**config.mk**
```make
export PLATFORM = sky130hd
export DESIGN_NAME = lcs_top
export DESIGN_NICKNAME = d
export VERILOG_FILES = /design/src/verilog/lcs_pkg.sv /design/src/verilog/lcs_ramp.sv /design/src/verilog/lcs_top.sv
export VERILOG_INCLUDE_DIRS = /design/src /design/src/verilog
export SDC_FILE = /design/constraint.sdc
export NUM_CORES = 2
export LEC_CHECK = 0
export ABC_AREA = 1
export BUFFER_PORTS_ARGS = -buffer_cell sky130_fd_sc_hd__buf_2
export CORE_UTILIZATION = 45
export DETAILED_ROUTE_END_ITERATION = 10
export MAX_ROUTING_LAYER = met4
export PLACE_DENSITY = 0.72
export SYNTH_ARGS = -nofsm -noshare
export SYNTH_HDL_FRONTEND = slang
export SYNTH_SLANG_ARGS = --single-unit
```
**constraint.sdc**
```tcl
create_clock -name mclk -period 85.9 [get_ports mclk]
set_clock_uncertainty 0.15 [all_clocks]
set_input_delay 17.18 -clock mclk [delete_from_list [all_inputs] [get_ports mclk]]
set_output_delay 17.18 -clock mclk [all_outputs]
set_load 0.03 [all_outputs]
```
**src/verilog/lcs_defines.svh**
```systemverilog
// Constants of the lighting channel sequencer: register map, fields, resets, timing.
// Included by the package user files; holds definitions only.
`ifndef LCS_DEFINES_SVH
`define LCS_DEFINES_SVH
`define LCS_OFF_CTRL 8'h00
`define LCS_OFF_CMD 8'h04
`define LCS_OFF_SCENE 8'h08
`define LCS_OFF_STAT 8'h0c
`define LCS_OFF_LEVELS 8'h10
`define LCS_OFF_T1 8'h14
`define LCS_OFF_THOLD 8'h18
`define LCS_OFF_T2 8'h1c
`define LCS_TABLE_PAGE 2'h1
`define LCS_RESP_OK 2'h0
`define LCS_RESP_ERR 2'h2
`define LCS_SCENE_COUNT 16
`define LCS_STORE_BIT 7
`define LCS_CMD_VAL 0
`define LCS_CMD_GO 1
`define LCS_CMD_ACK 2
`define LCS_CTRL_DYN 0
`define LCS_CTRL_ACK 1
`define LCS_INIT_LVL 8'h80
`define LCS_HOLD_LVL 8'hff
`define LCS_OFF_LVL 8'h01
`define LCS_T1_MS 5000
`define LCS_THOLD_MS 300000
`define LCS_T2_MS 30000
`define LCS_TICK_NS 1000000
`define LCS_CLK_NS 25
`endif

```
**src/verilog/lcs_pkg.sv**
```systemverilog
// Types shared by the lighting channel sequencer files.
// Assumes nothing beyond a SystemVerilog compiler.
`default_nettype none
package lcs_pkg;
  typedef enum logic [2:0] {
    LCS_IDLE = 3'b000,
    LCS_RAMP_UP = 3'b001,
    LCS_HOLD = 3'b010,
    LCS_FINAL = 3'b011,
    LCS_SCENE = 3'b100
  } lcs_phase_t;
  typedef struct packed {
    logic member;
    logic [7:0] level;
    logic [19:0] trans;
  } lcs_scene_t;
  typedef struct packed {
    logic ack_en;
    logic dyn;
  } lcs_ctrl_t;
endpackage
`default_nettype wire

```
**src/verilog/lcs_ramp.sv**
```systemverilog
// Linear brightness ramp from a start level to a target over a tick count.
// Assumes a one-cycle tick strobe from the device time base.
`timescale 1ns/1ps
`default_nettype none
module lcs_ramp #(
  parameter int LW = 8,
  parameter int TW = 20
) (
  input wire logic mclk,
  input wire logic rstn,
  input wire logic load,
  input wire logic tick,
  input wire logic [LW-1:0] from,
  input wire logic [LW-1:0] to,
  input wire logic [TW-1:0] dur,
  output logic [LW-1:0] level,
  output logic done
);
  if (LW < 1 || TW < 2) begin : g_chk
    $error("ramp widths out of range");
  end

  logic [LW-1:0] start;
  logic [LW-1:0] target;
  logic [TW-1:0] period;
  logic [TW-1:0] elapsed;

  // Level at step n of d, exact at n == d; division avoids drift of an accumulator
  function automatic logic [LW-1:0] lerp(input logic [LW-1:0] a, input logic [LW-1:0] b,
                                         input logic [TW-1:0] n, input logic [TW-1:0] d);
    logic signed [LW+TW+1:0] diff;
    logic signed [LW+TW+1:0] res;
    diff = $signed({{(TW+2){1'b0}}, b}) - $signed({{(TW+2){1'b0}}, a});
    res = $signed({{(TW+2){1'b0}}, a}) + (diff * $signed({2'b00, {LW{1'b0}}, n}))
          / $signed({2'b00, {LW{1'b0}}, d});
    return res[LW-1:0];
  endfunction

  wire [TW-1:0] next_elapsed = elapsed + {{(TW-1){1'b0}}, 1'b1};
  wire step = tick && !done;

  always_ff @(posedge mclk or negedge rstn) begin
    if (!rstn) begin
      start <= '0;
      target <= '0;
      period <= '0;
      elapsed <= '0;
      level <= '0;
      done <= 1'b1;
    end else if (load) begin
      start <= from;
      target <= to;
      period <= dur;
      elapsed <= '0;
      level <= (dur == '0) ? to : from;
      done <= (dur == '0);
    end else if (step) begin
      elapsed <= next_elapsed;
      level <= lerp(start, target, next_elapsed, period);
      done <= (next_elapsed == period);
    end
  end
endmodule
`default_nettype wire

```
**src/verilog/lcs_top.sv**
```systemverilog
// Lighting channel sequencer: scene recall, dynamic timed sequence, fault flag.
// Assumes an AXI4-Lite master on mclk and an unsynchronised lamp fault pin.
// Operation
// - telegram values 0..15 select stored scenes 1..16.
// - recall moves member channel to stored level over scene transition period.
// - scene levels are stored locally; telegram carries only the number.
// - in dynamic mode the one-bit on/off command is the only control.
// - dynamic phases: on at initial, ramp to hold, hold, ramp to off.
// - on during first ramp leaves the sequence unchanged.
// - on during hold restarts the full hold countdown.
// - on during final ramp returns to hold, repeating hold and final ramp.
// - off during first ramp or hold starts the final ramp at once.
// - off during final ramp changes nothing; ramp runs to off level.
// - lamp and ballast faults give one aggregate flag per channel.
// - with acknowledgement on, flag stays set until explicitly acknowledged.
// - with acknowledgement off, flag clears once the fault is gone.
// - status is kept continuously and returned on every query.
// - after an acknowledged fault clears, send fault status value 0.
// - scene byte: bit 7 store/recall, low bits number; beyond sixteen ignored. The code checks only bits 5:0, so bit 6 is ignored.
//
// Implementation choices: the AXI4-Lite slave port and the register offsets.
`timescale 1ns/1ps
`default_nettype none
`include "lcs_defines.svh"
module lcs_top #(
  parameter int TICK_CYCLES = `LCS_TICK_NS / `LCS_CLK_NS
) (
  input wire logic mclk,
  input wire logic rstn,
  input wire logic [31:0] s_axi_awaddr,
  input wire logic s_axi_awvalid,
  output logic s_axi_awready,
  input wire logic [31:0] s_axi_wdata,
  input wire logic [3:0] s_axi_wstrb,
  input wire logic s_axi_wvalid,
  output logic s_axi_wready,
  output logic [1:0] s_axi_bresp,
  output logic s_axi_bvalid,
  input wire logic s_axi_bready,
  input wire logic [31:0] s_axi_araddr,
  input wire logic s_axi_arvalid,
  output logic s_axi_arready,
  output logic [31:0] s_axi_rdata,
  output logic [1:0] s_axi_rresp,
  output logic s_axi_rvalid,
  input wire logic s_axi_rready,
  input wire logic lamp_fault,
  output logic [7:0] level,
  output logic fault_flag,
  output logic fault_msg_valid,
  output logic fault_msg_value
);
  if (TICK_CYCLES < 1 || TICK_CYCLES > 32'h00ffffff) begin : g_chk
    $error("TICK_CYCLES out of range");
  end

  lcs_pkg::lcs_ctrl_t ctrl;
  lcs_pkg::lcs_phase_t phase;
  lcs_pkg::lcs_phase_t next_phase;
  lcs_pkg::lcs_scene_t table_q [`LCS_SCENE_COUNT];
  logic [7:0] init_lvl, hold_lvl, off_lvl;
  logic [19:0] t1, thold, t2, hold_cnt, next_hold_cnt;
  logic [23:0] pre_cnt;
  logic tick;
  logic [31:0] aw_addr, w_data;
  logic [3:0] w_strb;
  logic cmd_on, cmd_off, ack_p, scene_p;
  logic [7:0] tele;
  logic fault_meta, fault_sync;
  logic ld;
  logic [7:0] ld_from, ld_to;
  logic [19:0] ld_dur;
  logic ramp_done;

  function automatic logic [31:0] merge(input logic [31:0] old, input logic [31:0] nw,
                                        input logic [3:0] st);
    for (int i = 0; i < 4; i++) begin
      if (st[i]) begin
        old[i*8 +: 8] = nw[i*8 +: 8];
      end
    end
    return old;
  endfunction

  function automatic logic is_reg(input logic [31:0] a, input logic [7:0] off);
    return a == {24'h000000, off};
  endfunction

  function automatic logic is_tab(input logic [31:0] a);
    return a[31:8] == 24'h000000 && a[7:6] == `LCS_TABLE_PAGE && a[1:0] == 2'h0;
  endfunction

  // Device time base
  always_ff @(posedge mclk or negedge rstn) begin
    if (!rstn) begin
      pre_cnt <= '0;
      tick <= 1'b0;
    end else begin
      tick <= (pre_cnt == 24'(TICK_CYCLES - 1));
      pre_cnt <= (pre_cnt == 24'(TICK_CYCLES - 1)) ? '0 : pre_cnt + 24'h000001;
    end
  end

  // Write channel: address and data taken in either order, answer after both
  wire wr_go = !s_axi_awready && !s_axi_wready && !s_axi_bvalid;
  wire wr_ok = is_tab(aw_addr) || is_reg(aw_addr, `LCS_OFF_CTRL) || is_reg(aw_addr, `LCS_OFF_CMD)
      || is_reg(aw_addr, `LCS_OFF_SCENE) || is_reg(aw_addr, `LCS_OFF_STAT)
      || is_reg(aw_addr, `LCS_OFF_LEVELS) || is_reg(aw_addr, `LCS_OFF_T1)
      || is_reg(aw_addr, `LCS_OFF_THOLD) || is_reg(aw_addr, `LCS_OFF_T2);
  wire [31:0] wm_levels = merge({8'h00, off_lvl, hold_lvl, init_lvl}, w_data, w_strb);
  wire [3:0] w_idx = aw_addr[5:2];
  wire [31:0] wm_tab = merge({3'h0, table_q[w_idx]}, w_data, w_strb);

  always_ff @(posedge mclk or negedge rstn) begin
    if (!rstn) begin
      s_axi_awready <= 1'b1;
      s_axi_wready <= 1'b1;
      s_axi_bvalid <= 1'b0;
      s_axi_bresp <= `LCS_RESP_OK;
      aw_addr <= '0;
      w_data <= '0;
      w_strb <= '0;
    end else begin
      if (s_axi_awvalid && s_axi_awready) begin
        s_axi_awready <= 1'b0;
        aw_addr <= s_axi_awaddr;
      end else if (s_axi_bvalid && s_axi_bready) begin
        s_axi_awready <= 1'b1;
      end
      if (s_axi_wvalid && s_axi_wready) begin
        s_axi_wready <= 1'b0;
        w_data <= s_axi_wdata;
        w_strb <= s_axi_wstrb;
      end else if (s_axi_bvalid && s_axi_bready) begin
        s_axi_wready <= 1'b1;
      end
      if (wr_go) begin
        s_axi_bvalid <= 1'b1;
        s_axi_bresp <= wr_ok ? `LCS_RESP_OK : `LCS_RESP_ERR;
      end else if (s_axi_bready) begin
        s_axi_bvalid <= 1'b0;
      end
    end
  end

  wire wr_lo = wr_go && w_strb[0];
  wire store_p = scene_p && tele[`LCS_STORE_BIT] && !ctrl.dyn;
  wire tele_ok = tele[5:0] < 6'(`LCS_SCENE_COUNT);
  wire [3:0] sc_idx = tele[3:0];
  wire lcs_pkg::lcs_scene_t sc = table_q[sc_idx];

  // Configuration and command strobes
  always_ff @(posedge mclk or negedge rstn) begin
    if (!rstn) begin
      ctrl <= '0;
      init_lvl <= `LCS_INIT_LVL;
      hold_lvl <= `LCS_HOLD_LVL;
      off_lvl <= `LCS_OFF_LVL;
      t1 <= 20'(`LCS_T1_MS);
      thold <= 20'(`LCS_THOLD_MS);
      t2 <= 20'(`LCS_T2_MS);
      cmd_on <= 1'b0;
      cmd_off <= 1'b0;
      ack_p <= 1'b0;
      scene_p <= 1'b0;
      tele <= '0;
      for (int i = 0; i < `LCS_SCENE_COUNT; i++) begin
        table_q[i] <= '0;
      end
    end else begin
      cmd_on <= wr_lo && is_reg(aw_addr, `LCS_OFF_CMD) && w_data[`LCS_CMD_GO]
          && w_data[`LCS_CMD_VAL];
      cmd_off <= wr_lo && is_reg(aw_addr, `LCS_OFF_CMD) && w_data[`LCS_CMD_GO]
          && !w_data[`LCS_CMD_VAL];
      ack_p <= wr_lo && is_reg(aw_addr, `LCS_OFF_CMD) && w_data[`LCS_CMD_ACK];
      scene_p <= wr_lo && is_reg(aw_addr, `LCS_OFF_SCENE);
      if (wr_lo && is_reg(aw_addr, `LCS_OFF_SCENE)) begin
        tele <= w_data[7:0];
      end
      if (wr_lo && is_reg(aw_addr, `LCS_OFF_CTRL)) begin
        ctrl <= {w_data[`LCS_CTRL_ACK], w_data[`LCS_CTRL_DYN]};
      end
      if (wr_go && is_reg(aw_addr, `LCS_OFF_LEVELS)) begin
        {off_lvl, hold_lvl, init_lvl} <= wm_levels[23:0];
      end
      if (wr_go && is_reg(aw_addr, `LCS_OFF_T1)) begin
        t1 <= 20'(merge({12'h000, t1}, w_data, w_strb));
      end
      if (wr_go && is_reg(aw_addr, `LCS_OFF_THOLD)) begin
        thold <= 20'(merge({12'h000, thold}, w_data, w_strb));
      end
      if (wr_go && is_reg(aw_addr, `LCS_OFF_T2)) begin
        t2 <= 20'(merge({12'h000, t2}, w_data, w_strb));
      end
      if (wr_go && is_tab(aw_addr)) begin
        table_q[w_idx] <= wm_tab[28:0];
      end else if (store_p && tele_ok) begin
        table_q[sc_idx].level <= level;
      end
    end
  end

  // Sequencer; scenes only react outside dynamic mode
  wire recall_p = scene_p && !tele[`LCS_STORE_BIT] && tele_ok && !ctrl.dyn && sc.member;
  always_comb begin
    next_phase = phase;
    next_hold_cnt = hold_cnt;
    ld = 1'b0;
    ld_from = level;
    ld_to = off_lvl;
    ld_dur = t2;
    case (phase)
      lcs_pkg::LCS_IDLE, lcs_pkg::LCS_SCENE: begin
        if (ctrl.dyn && cmd_on) begin
          next_phase = lcs_pkg::LCS_RAMP_UP;
          ld = 1'b1;
          ld_from = init_lvl;
          ld_to = hold_lvl;
          ld_dur = t1;
        end else if (recall_p) begin
          next_phase = lcs_pkg::LCS_SCENE;
          ld = 1'b1;
          ld_to = sc.level;
          ld_dur = sc.trans;
        end else if (phase == lcs_pkg::LCS_SCENE && ramp_done) begin
          next_phase = lcs_pkg::LCS_IDLE;
        end
      end
      lcs_pkg::LCS_RAMP_UP: begin
        // on strobe has no branch here
        if (cmd_off) begin
          next_phase = lcs_pkg::LCS_FINAL;
          ld = 1'b1;
        end else if (ramp_done) begin
          next_phase = lcs_pkg::LCS_HOLD;
          next_hold_cnt = thold;
        end
      end
      lcs_pkg::LCS_HOLD: begin
        if (cmd_off || hold_cnt == '0) begin
          next_phase = lcs_pkg::LCS_FINAL;
          ld = 1'b1;
        end else if (cmd_on) begin
          next_hold_cnt = thold;
        end else if (tick) begin
          next_hold_cnt = hold_cnt - 20'h00001;
        end
      end
      lcs_pkg::LCS_FINAL: begin
        if (cmd_on) begin
          next_phase = lcs_pkg::LCS_HOLD;
          next_hold_cnt = thold;
          ld = 1'b1;
          ld_to = hold_lvl;
          ld_dur = '0;
        end else if (ramp_done) begin
          next_phase = lcs_pkg::LCS_IDLE;
        end
      end
      default: begin
        next_phase = lcs_pkg::LCS_IDLE;
      end
    endcase
  end

  always_ff @(posedge mclk or negedge rstn) begin
    if (!rstn) begin
      phase <= lcs_pkg::LCS_IDLE;
      hold_cnt <= '0;
    end else begin
      phase <= next_phase;
      hold_cnt <= next_hold_cnt;
    end
  end

  lcs_ramp #(.LW(8), .TW(20)) u_ramp (
    .mclk(mclk),
    .rstn(rstn),
    .load(ld),
    .tick(tick),
    .from(ld_from),
    .to(ld_to),
    .dur(ld_dur),
    .level(level),
    .done(ramp_done)
  );

  always_ff @(posedge mclk or negedge rstn) begin
    if (!rstn) begin
      fault_meta <= 1'b0;
      fault_sync <= 1'b0;
      fault_flag <= 1'b0;
      fault_msg_valid <= 1'b0;
      fault_msg_value <= 1'b0;
    end else begin
      fault_meta <= lamp_fault;
      fault_sync <= fault_meta;
      fault_msg_valid <= 1'b0;
      if (fault_sync) begin
        fault_flag <= 1'b1;
        fault_msg_valid <= !fault_flag;
        fault_msg_value <= 1'b1;
      end else if (fault_flag && (!ctrl.ack_en || ack_p)) begin
        fault_flag <= 1'b0;
        fault_msg_valid <= 1'b1;
        fault_msg_value <= 1'b0;
      end
    end
  end

  wire [31:0] rd_mux = is_reg(s_axi_araddr, `LCS_OFF_CTRL) ? {30'h0, ctrl} :
      is_reg(s_axi_araddr, `LCS_OFF_STAT) ?
      {18'h0, fault_sync, fault_flag, 1'b0, phase, level} :
      is_reg(s_axi_araddr, `LCS_OFF_SCENE) ? {24'h0, tele} :
      is_reg(s_axi_araddr, `LCS_OFF_LEVELS) ? {8'h0, off_lvl, hold_lvl, init_lvl} :
      is_reg(s_axi_araddr, `LCS_OFF_T1) ? {12'h0, t1} :
      is_reg(s_axi_araddr, `LCS_OFF_THOLD) ? {12'h0, thold} :
      is_reg(s_axi_araddr, `LCS_OFF_T2) ? {12'h0, t2} :
      is_tab(s_axi_araddr) ? {3'h0, table_q[s_axi_araddr[5:2]]} : 32'h0;
  wire rd_ok = is_tab(s_axi_araddr) || is_reg(s_axi_araddr, `LCS_OFF_CMD)
      || (rd_mux != 32'h0) || is_reg(s_axi_araddr, `LCS_OFF_CTRL)
      || is_reg(s_axi_araddr, `LCS_OFF_STAT) || is_reg(s_axi_araddr, `LCS_OFF_SCENE)
      || is_reg(s_axi_araddr, `LCS_OFF_LEVELS) || is_reg(s_axi_araddr, `LCS_OFF_T1)
      || is_reg(s_axi_araddr, `LCS_OFF_THOLD) || is_reg(s_axi_araddr, `LCS_OFF_T2);

  always_ff @(posedge mclk or negedge rstn) begin
    if (!rstn) begin
      s_axi_arready <= 1'b1;
      s_axi_rvalid <= 1'b0;
      s_axi_rdata <= '0;
      s_axi_rresp <= `LCS_RESP_OK;
    end else if (s_axi_arvalid && s_axi_arready) begin
      s_axi_arready <= 1'b0;
      s_axi_rvalid <= 1'b1;
      s_axi_rdata <= rd_mux;
      s_axi_rresp <= rd_ok ? `LCS_RESP_OK : `LCS_RESP_ERR;
    end else if (s_axi_rvalid && s_axi_rready) begin
      s_axi_rvalid <= 1'b0;
      s_axi_arready <= 1'b1;
    end
  end
endmodule
`default_nettype wire
```
**After elaboration in Yosys (flattened, before gate mapping)**

Index checks and enable logic that the tools add are counted.
W data, S select, Z words.

- Flip-flop bits (word level): 785
- Output and inout port bits: 52
- Word-level logic and storage cells: 321

- Add/sub/neg operators: 5
- Multipliers: 1
- Div/mod/pow operators: 1
- Magnitude comparators: 6
- Eq/ne operators: 31
- Multiplexer cells: 84
- Bitwise logic cells: 3
- Reductions and logical operators: 98

Operators with widths:

| cell | count |
|---|---|
| $bwmux W464 | 2 |
| $mux W464 | 2 |
| $mux W29 | 15 |
| $bmux W29 S4 | 3 |
| $eq A32 B5 Y1 const B | 8 |
| $demux W29 S4 | 2 |
| $mux W20 | 11 |
| $eq A32 B4 Y1 const B | 4 |
| $mux W8 | 11 |
| $eq A32 B3 Y1 const B | 2 |
| $logic_not A32 Y1 | 2 |
| $pmux W20 S3 | 1 |
| $logic_not A24 Y1 | 2 |
| $logic_not A20 Y1 | 2 |
| $pmux W20 S2 | 1 |
| $logic_and A1 B1 Y1 | 37 |
| $reduce_bool A32 Y1 | 1 |
| $div A30 B21 Y30 | 1 |
| $mul A30 B21 Y30 | 1 |
| $mux W28 | 1 |
| $add A24 B1 Y24 const B | 1 |
| $eq A24 B16 Y1 const B | 1 |
| $mux W24 | 1 |
| $mux W3 | 8 |
| other kinds (34) | 109 |

**Logic depth before layout (Yosys ltp)**

- Depth in word-level cells: 22
- Gate-level depth with buffers: 684
- Gate-level depth less buffers: 656

**Hierarchy**

From an unflattened synthesis, not the netlist that was laid out.

- Cell total of the unflattened synthesis: 10952
- Area total of the unflattened synthesis: 74504.0 um^2

Modules (own cells, without submodules):

| module | times used | cells each | area each (um^2) | sequential area each (um^2) |
|---|---|---|---|---|
| lcs_top | 1 | 5889 | 42687.2 | 17933.4 |
| lcs_ramp | 1 | 5063 | 31816.8 | 1627.8 |

**Least setup slack after synthesis**

Ideal clock, no wire load.

- Path kind: reg-to-reg
- Start point: reg u_ramp.elapsed[2]
- End point: reg u_ramp.level[7]
- Arrival: 85.872 ns
- Required time: 85.677 ns
- Slack: -0.195 ns
- Cell stages (with the launch flop): 660
- Path buffers: 32
- Period minus slack after synthesis: 86.095 ns
- Cell sequence: dfrtp_1 -> inv_1 -> nor3_1 -> nand4_1 -> nor2_1 -> inv_1 -> nor2_1 -> inv_1 -> nor2_1 -> nand3_1 -> nor3_1 -> inv_1 -> nor3_1 -> inv_1 -> nor3_1 -> xor2_1 -> nand2_1 -> fa_1 -> [624 not listed] -> ha_1 -> nor2_1 -> xor2_1 -> ha_1 -> a21oi_1 -> nand2_1 -> a21oi_1 -> o21ai_0 -> and2_1 -> nor2_1 -> nor2_1 -> nor2_1 -> xor2_1 -> xnor2_1 -> inv_1 -> nand3_1 -> nand3_2 -> a21oi_2

- Cells in the longest elaborated chain, start to end: 6

RTL lines:

| element | RTL line | source |
|---|---|---|
| start, declared | lcs_ramp.sv:26 | `logic [TW-1:0] elapsed;` |
| start signal, assigned | lcs_ramp.sv:58 | `elapsed <= next_elapsed;` |
| $add A20 B1 Y20 | lcs_ramp.sv:39 | `wire [TW-1:0] next_elapsed = elapsed + {{(TW-1){1'b0}}, 1'b1};` |
| $mul A30 B21 Y30 | lcs_ramp.sv:34 | `res = $signed({{(TW+2){1'b0}}, a}) + (diff * $signed({2'b00, {LW{1'b0}}, n}))` |
| $div A30 B21 Y30 | lcs_ramp.sv:35 | `/ $signed({2'b00, {LW{1'b0}}, d});` |
| $add A8 B8 Y8 | lcs_ramp.sv:34 |  |
| $mux W8 | lcs_ramp.sv:57 | `end else if (step) begin` |
| $mux W8 | lcs_ramp.sv:50 | `end else if (load) begin` |
| end signal, assigned | lcs_ramp.sv:55 | `level <= (dur == '0) ? to : from;` |
| end signal, assigned | lcs_ramp.sv:59 | `level <= lerp(start, target, next_elapsed, period);` |
| end, declared | lcs_ramp.sv:16 | `output logic [LW-1:0] level,` |

Every way passes these cells. The select of a mux whose other input is x is not followed.
A chain may end at the register's enable or synchronous reset.

**Worst setup path after layout**

- Start point: reg u_ramp.elapsed[0]
- End point: reg u_ramp.level[7]

The elaborated chain is that of the path after synthesis.

==> impl_results.md <==
- Critical Path Slowest Stage Cell: fa_1
- # port buffers: 151
- Number of nets in the finished design: roughly 12,000
- HP Class: flop to flop
- Cts-stage hold buffer count: 0
- GRT Resource Usage Total: 34.4%
- #FFs+latches synth: 780
- Number of enable flip-flop cells after synthesis: 0
- Core box area: 161,000 sq um
- Critical path fanouts, max: 12
- Element type at the critical path start: flop
- Cell depth of the worst min-delay path: 0
- Total clock sinks: 780
- Largest net degree at the start of global routing: 118
- Number of search-and-repair iterations in the first detailed-routing pass: 7
- Final hold violations: 0
- Insertion delay of the later-clocked pin in the worst-skew pair: around 0.75 ns
- Outcome: finished with violations
- Beginning of the worst register-to-register path: u_ramp.elapsed[0]
- Number of buffers added by the clock tree synthesis step: 90
- Max H-tree Level: 3
- DRC violations left: 0
- Amount of wire on met2 after detailed routing: 123,000 microns
- Startpoint of the worst setup timing path: u_ramp.elapsed[0]
- Worst-case reg-to-reg path depth: 640
- Setup slack of the worst register-to-register path: 5.20 ns
- Root buffer cell: clkbuf_16
- RSZ-0062 raised after global routing: true
- Routed vias: 77,600
- Critical path required time: 86.38 ns
- Maximum clock insertion buffer count: 3
- Post-detailed-route via-to-cell ratio: 5.95
- Number of violations of the max-capacitance limit: 1
- Flip-flop cell with the highest count after synthesis: dfrtp_1
- Kind of end point of the critical path: flop
- Die area: 163,000 sq um
- Chip Width: 404 microns
- Share of layout cells above drive strength 1: 14.8%
- Via count of the first global-routing pass: 72,700
- Number of setup violations in the final report: 0
- Worst-case headroom to the max-slew limit: less than 1%
- Crit path largest cell delay: approximately 0.55 ns
- Post-detailed-placement half-perimeter wirelength: 196,000 microns
- DRT met1 WL: 113,000 microns
- Standard-cell rows: 147
- Area of the mapped netlist: 72,700 sq um
- Async SR Flop Fraction: 100%
- Area of all placed cells without fillers: approximately 85,000 sq um
- Number of distinct library cells after synthesis: slightly above 70
- Slew at the pin closest to its max-slew limit: around 1.5 ns
- Crit Path Category: flop to flop
- Vertical die dimension: about 400 microns
- Sequential fraction of the synthesis area: 26.9%
- Terminus of the critical flop-to-flop path: u_ramp.level[7]
- Synth warn: 0
- Clock-pin slew on the worst setup and hold paths: 0.06 ns
- Number of filler cells placed in the layout: 15,300
- Final core utilization: 52.7%
- Mapped Avg Cell Area: 7.04 sq um
- Final critical path time including I/O delays and setup: 80.70 ns
- Post-detailed-route count of antenna-violating nets: 0
- Num ports: 160
- Ratio of final minimum period to clock period: between 90% and 100%
- Critical path data arrival time: 81.18 ns
- DR top layer: met4
- First-pass GRT wire length: between 400,000 and 500,000 microns
- Final GP Congestion: between 1 and 1.5
- Number of antenna violations at the first check in global routing: 16
- Average wire per cell in the routed design: around 22 microns
- Iteration-0 DRC count of the detailed router: 9,368
- Initial core utilization: 45.3%
- Remaining global-route overflow: 0
- Routed length on met3: 32,500 microns
- Hold Path Origin: fault_meta
- Most repeated library cell on the critical path: inv_1
- Number of slew-limit violations in the final report: 0
- Critical Path End: u_ramp.level[7]
- CTS tree: done
- Maximum operating frequency: 12.4 MHz
- Final WL: 285,000 microns
- Layout overhead on the synthesized area: 16.4%
- Mapped Cells: 10,300
- Violations in the final reports: capacitance limit
- Placement-stage cell area: 78,600 sq um
## worst min path at each step
stage          slack [ns]    endpoint
6_report             0.21  fault_sync
5_1_grt              0.23  fault_sync
4_1_cts              0.21  fault_sync
3_5_place_dp         0.20  fault_sync
3_3_place_gp         0.19  fault_sync
2_1_floorplan        0.18  fault_sync
## kinds of logic after synthesis
| kind of cell | count (synthesis) | share of synthesized area [%] |
|---|---|---|
| fa+ha+maj | 637 | 12.3 |
| mux | 209 | 2.95 |
| buf+inv | 2160 | 11.3 |
| simple gates | 3569 | 20.4 |
| xor+xnor | 347 | 4.20 |
| other cells | 1 | 0.00516 |
| compound gates | 2634 | 22.0 |
| flops | 780 | 26.9 |
## area by class of cell
type	count	area, sq um	share of cell area (%)
Clock buffer	127	2580	3.05
Multi-Input combinational cell	7401	46900	55.4
Inverter	1712	6460	7.63
Sequential cell	780	19600	23.1
Timing Repair inverter	2	10.0	0.0118
Antenna cell	15	37.5	0.0443
Clock inverter	39	643	0.760
Tap cell	2160	2700	3.19
Timing Repair Buffer	790	5780	6.82
## worst max-delay path, delay by kind of cell (launching register included)
| kind | cells | cell delay [ns] |
|---|---|---|
| XOR/XNOR | 4 | 0.72 |
| AND/OR/NAND/NOR | 210 | 22.31 |
| flip-flops | 1 | 0.38 |
| AO/OA/AOI/OAI | 233 | 32.81 |
| adder cells (fa/ha/maj) | 38 | 11.34 |
| buffers and inverters | 155 | 12.67 |
## registers in the layout, indices dropped and copies added (netlist names), 20 cells and up
name	cells
table_q	464
aw_addr	32
s_axi_rdata	29
w_data	29
pre_cnt	24
hold_cnt	20
t1	20
t2	20
thold	20
u_ramp.elapsed	20
u_ramp.period	20
## placed cells by master (no fill, tap or decap), drive strengths merged, types with 34 or more instances in the layout
cell type	count
nand2	2227
inv	1688
o21ai	1067
buf	785
dfrtp	746
nor2	721
ha	508
a21oi	501
nand3	315
o22ai	266
o221ai	246
a22oi	240
xor2	225
mux2i	165
clkbuf	132
fa	129
xnor2	122
nand4	104
nor3	75
or2	55
nor4	47
o211ai	46
mux2	44
clkinv	42
a21o	41
a41oi	40
o21bai	38
dfstp	34
## through the flow
stage / setup TNS [ns] / hold slack [ns] / cells / worst slack (ns)
final: 0 / 0.209 / 13000 / 5.20
after global routing: -5.70 / 0.229 / 13000 / -1.54
after CTS: 0 / 0.215 / 12900 / 0.00876
after detailed placement: -10.60 / 0.202 / 12700 / -2.20
after global placement: -0.902 / 0.188 / 12700 / -0.708
after floorplan: 0 / 0.181 / 10300 / 0.0621
## Yosys cell counts, types with 7 or more instances
library cell | n | area [sq um]
ha_1 | 508 | 6360
inv_2 | 28 | 105
clkinv_1 | 26 | 97.6
o21bai_1 | 38 | 285
o31ai_1 | 20 | 150
or2_2 | 52 | 325
o211ai_1 | 46 | 345
o221ai_1 | 246 | 2150
o311ai_0 | 11 | 96.3
nand3b_1 | 13 | 97.6
a31oi_1 | 23 | 144
a21o_1 | 41 | 308
nand2_2 | 18 | 113
o21a_1 | 21 | 158
buf_1 | 53 | 199
mux2_2 | 44 | 495
clkbuf_1 | 368 | 1380
xnor2_1 | 122 | 1070
a221oi_1 | 26 | 228
nand4_1 | 100 | 626
buf_2 | 13 | 65.1
nand2_1 | 2205 | 8280
a211oi_1 | 11 | 82.6
dfrtp_1 | 746 | 18700
fa_1 | 129 | 2580
dfstp_2 | 34 | 893
nor2_1 | 707 | 2650
nand3_2 | 21 | 210
inv_1 | 1658 | 6220
nand3_1 | 289 | 1450
nor3_1 | 75 | 375
nor4_1 | 46 | 288
mux2i_1 | 165 | 1650
o21ai_0 | 1025 | 5130
o22ai_1 | 266 | 1660
xor2_1 | 223 | 1950
buf_4 | 8 | 60.1
a22oi_1 | 240 | 1800
o2111ai_1 | 17 | 149
nor2_2 | 7 | 43.8
o21ai_1 | 36 | 180
a21oi_1 | 496 | 2480
a41oi_1 | 40 | 350
## layer usage
metal | vias to the layer above | track usage (%)
met1 | 36600 | 42.9
met3 | 1112 | 8.86
met5 | - | -
met4 | 0 | 17.1
met2 | 4378 | 51.7
li1 | 35500 | -
## what timing repair did
item	CTS	global route
endpoints found under the setup margin	8	8
hold endpoints to repair	0	0
cloned	0	7
resized for setup	51	450
setup buffers	2	116
pin swaps	5	206
Power is left out: the tool's default activity adds up to more than one toggle a clock period on the data nets, which glitch-free logic cannot reach.
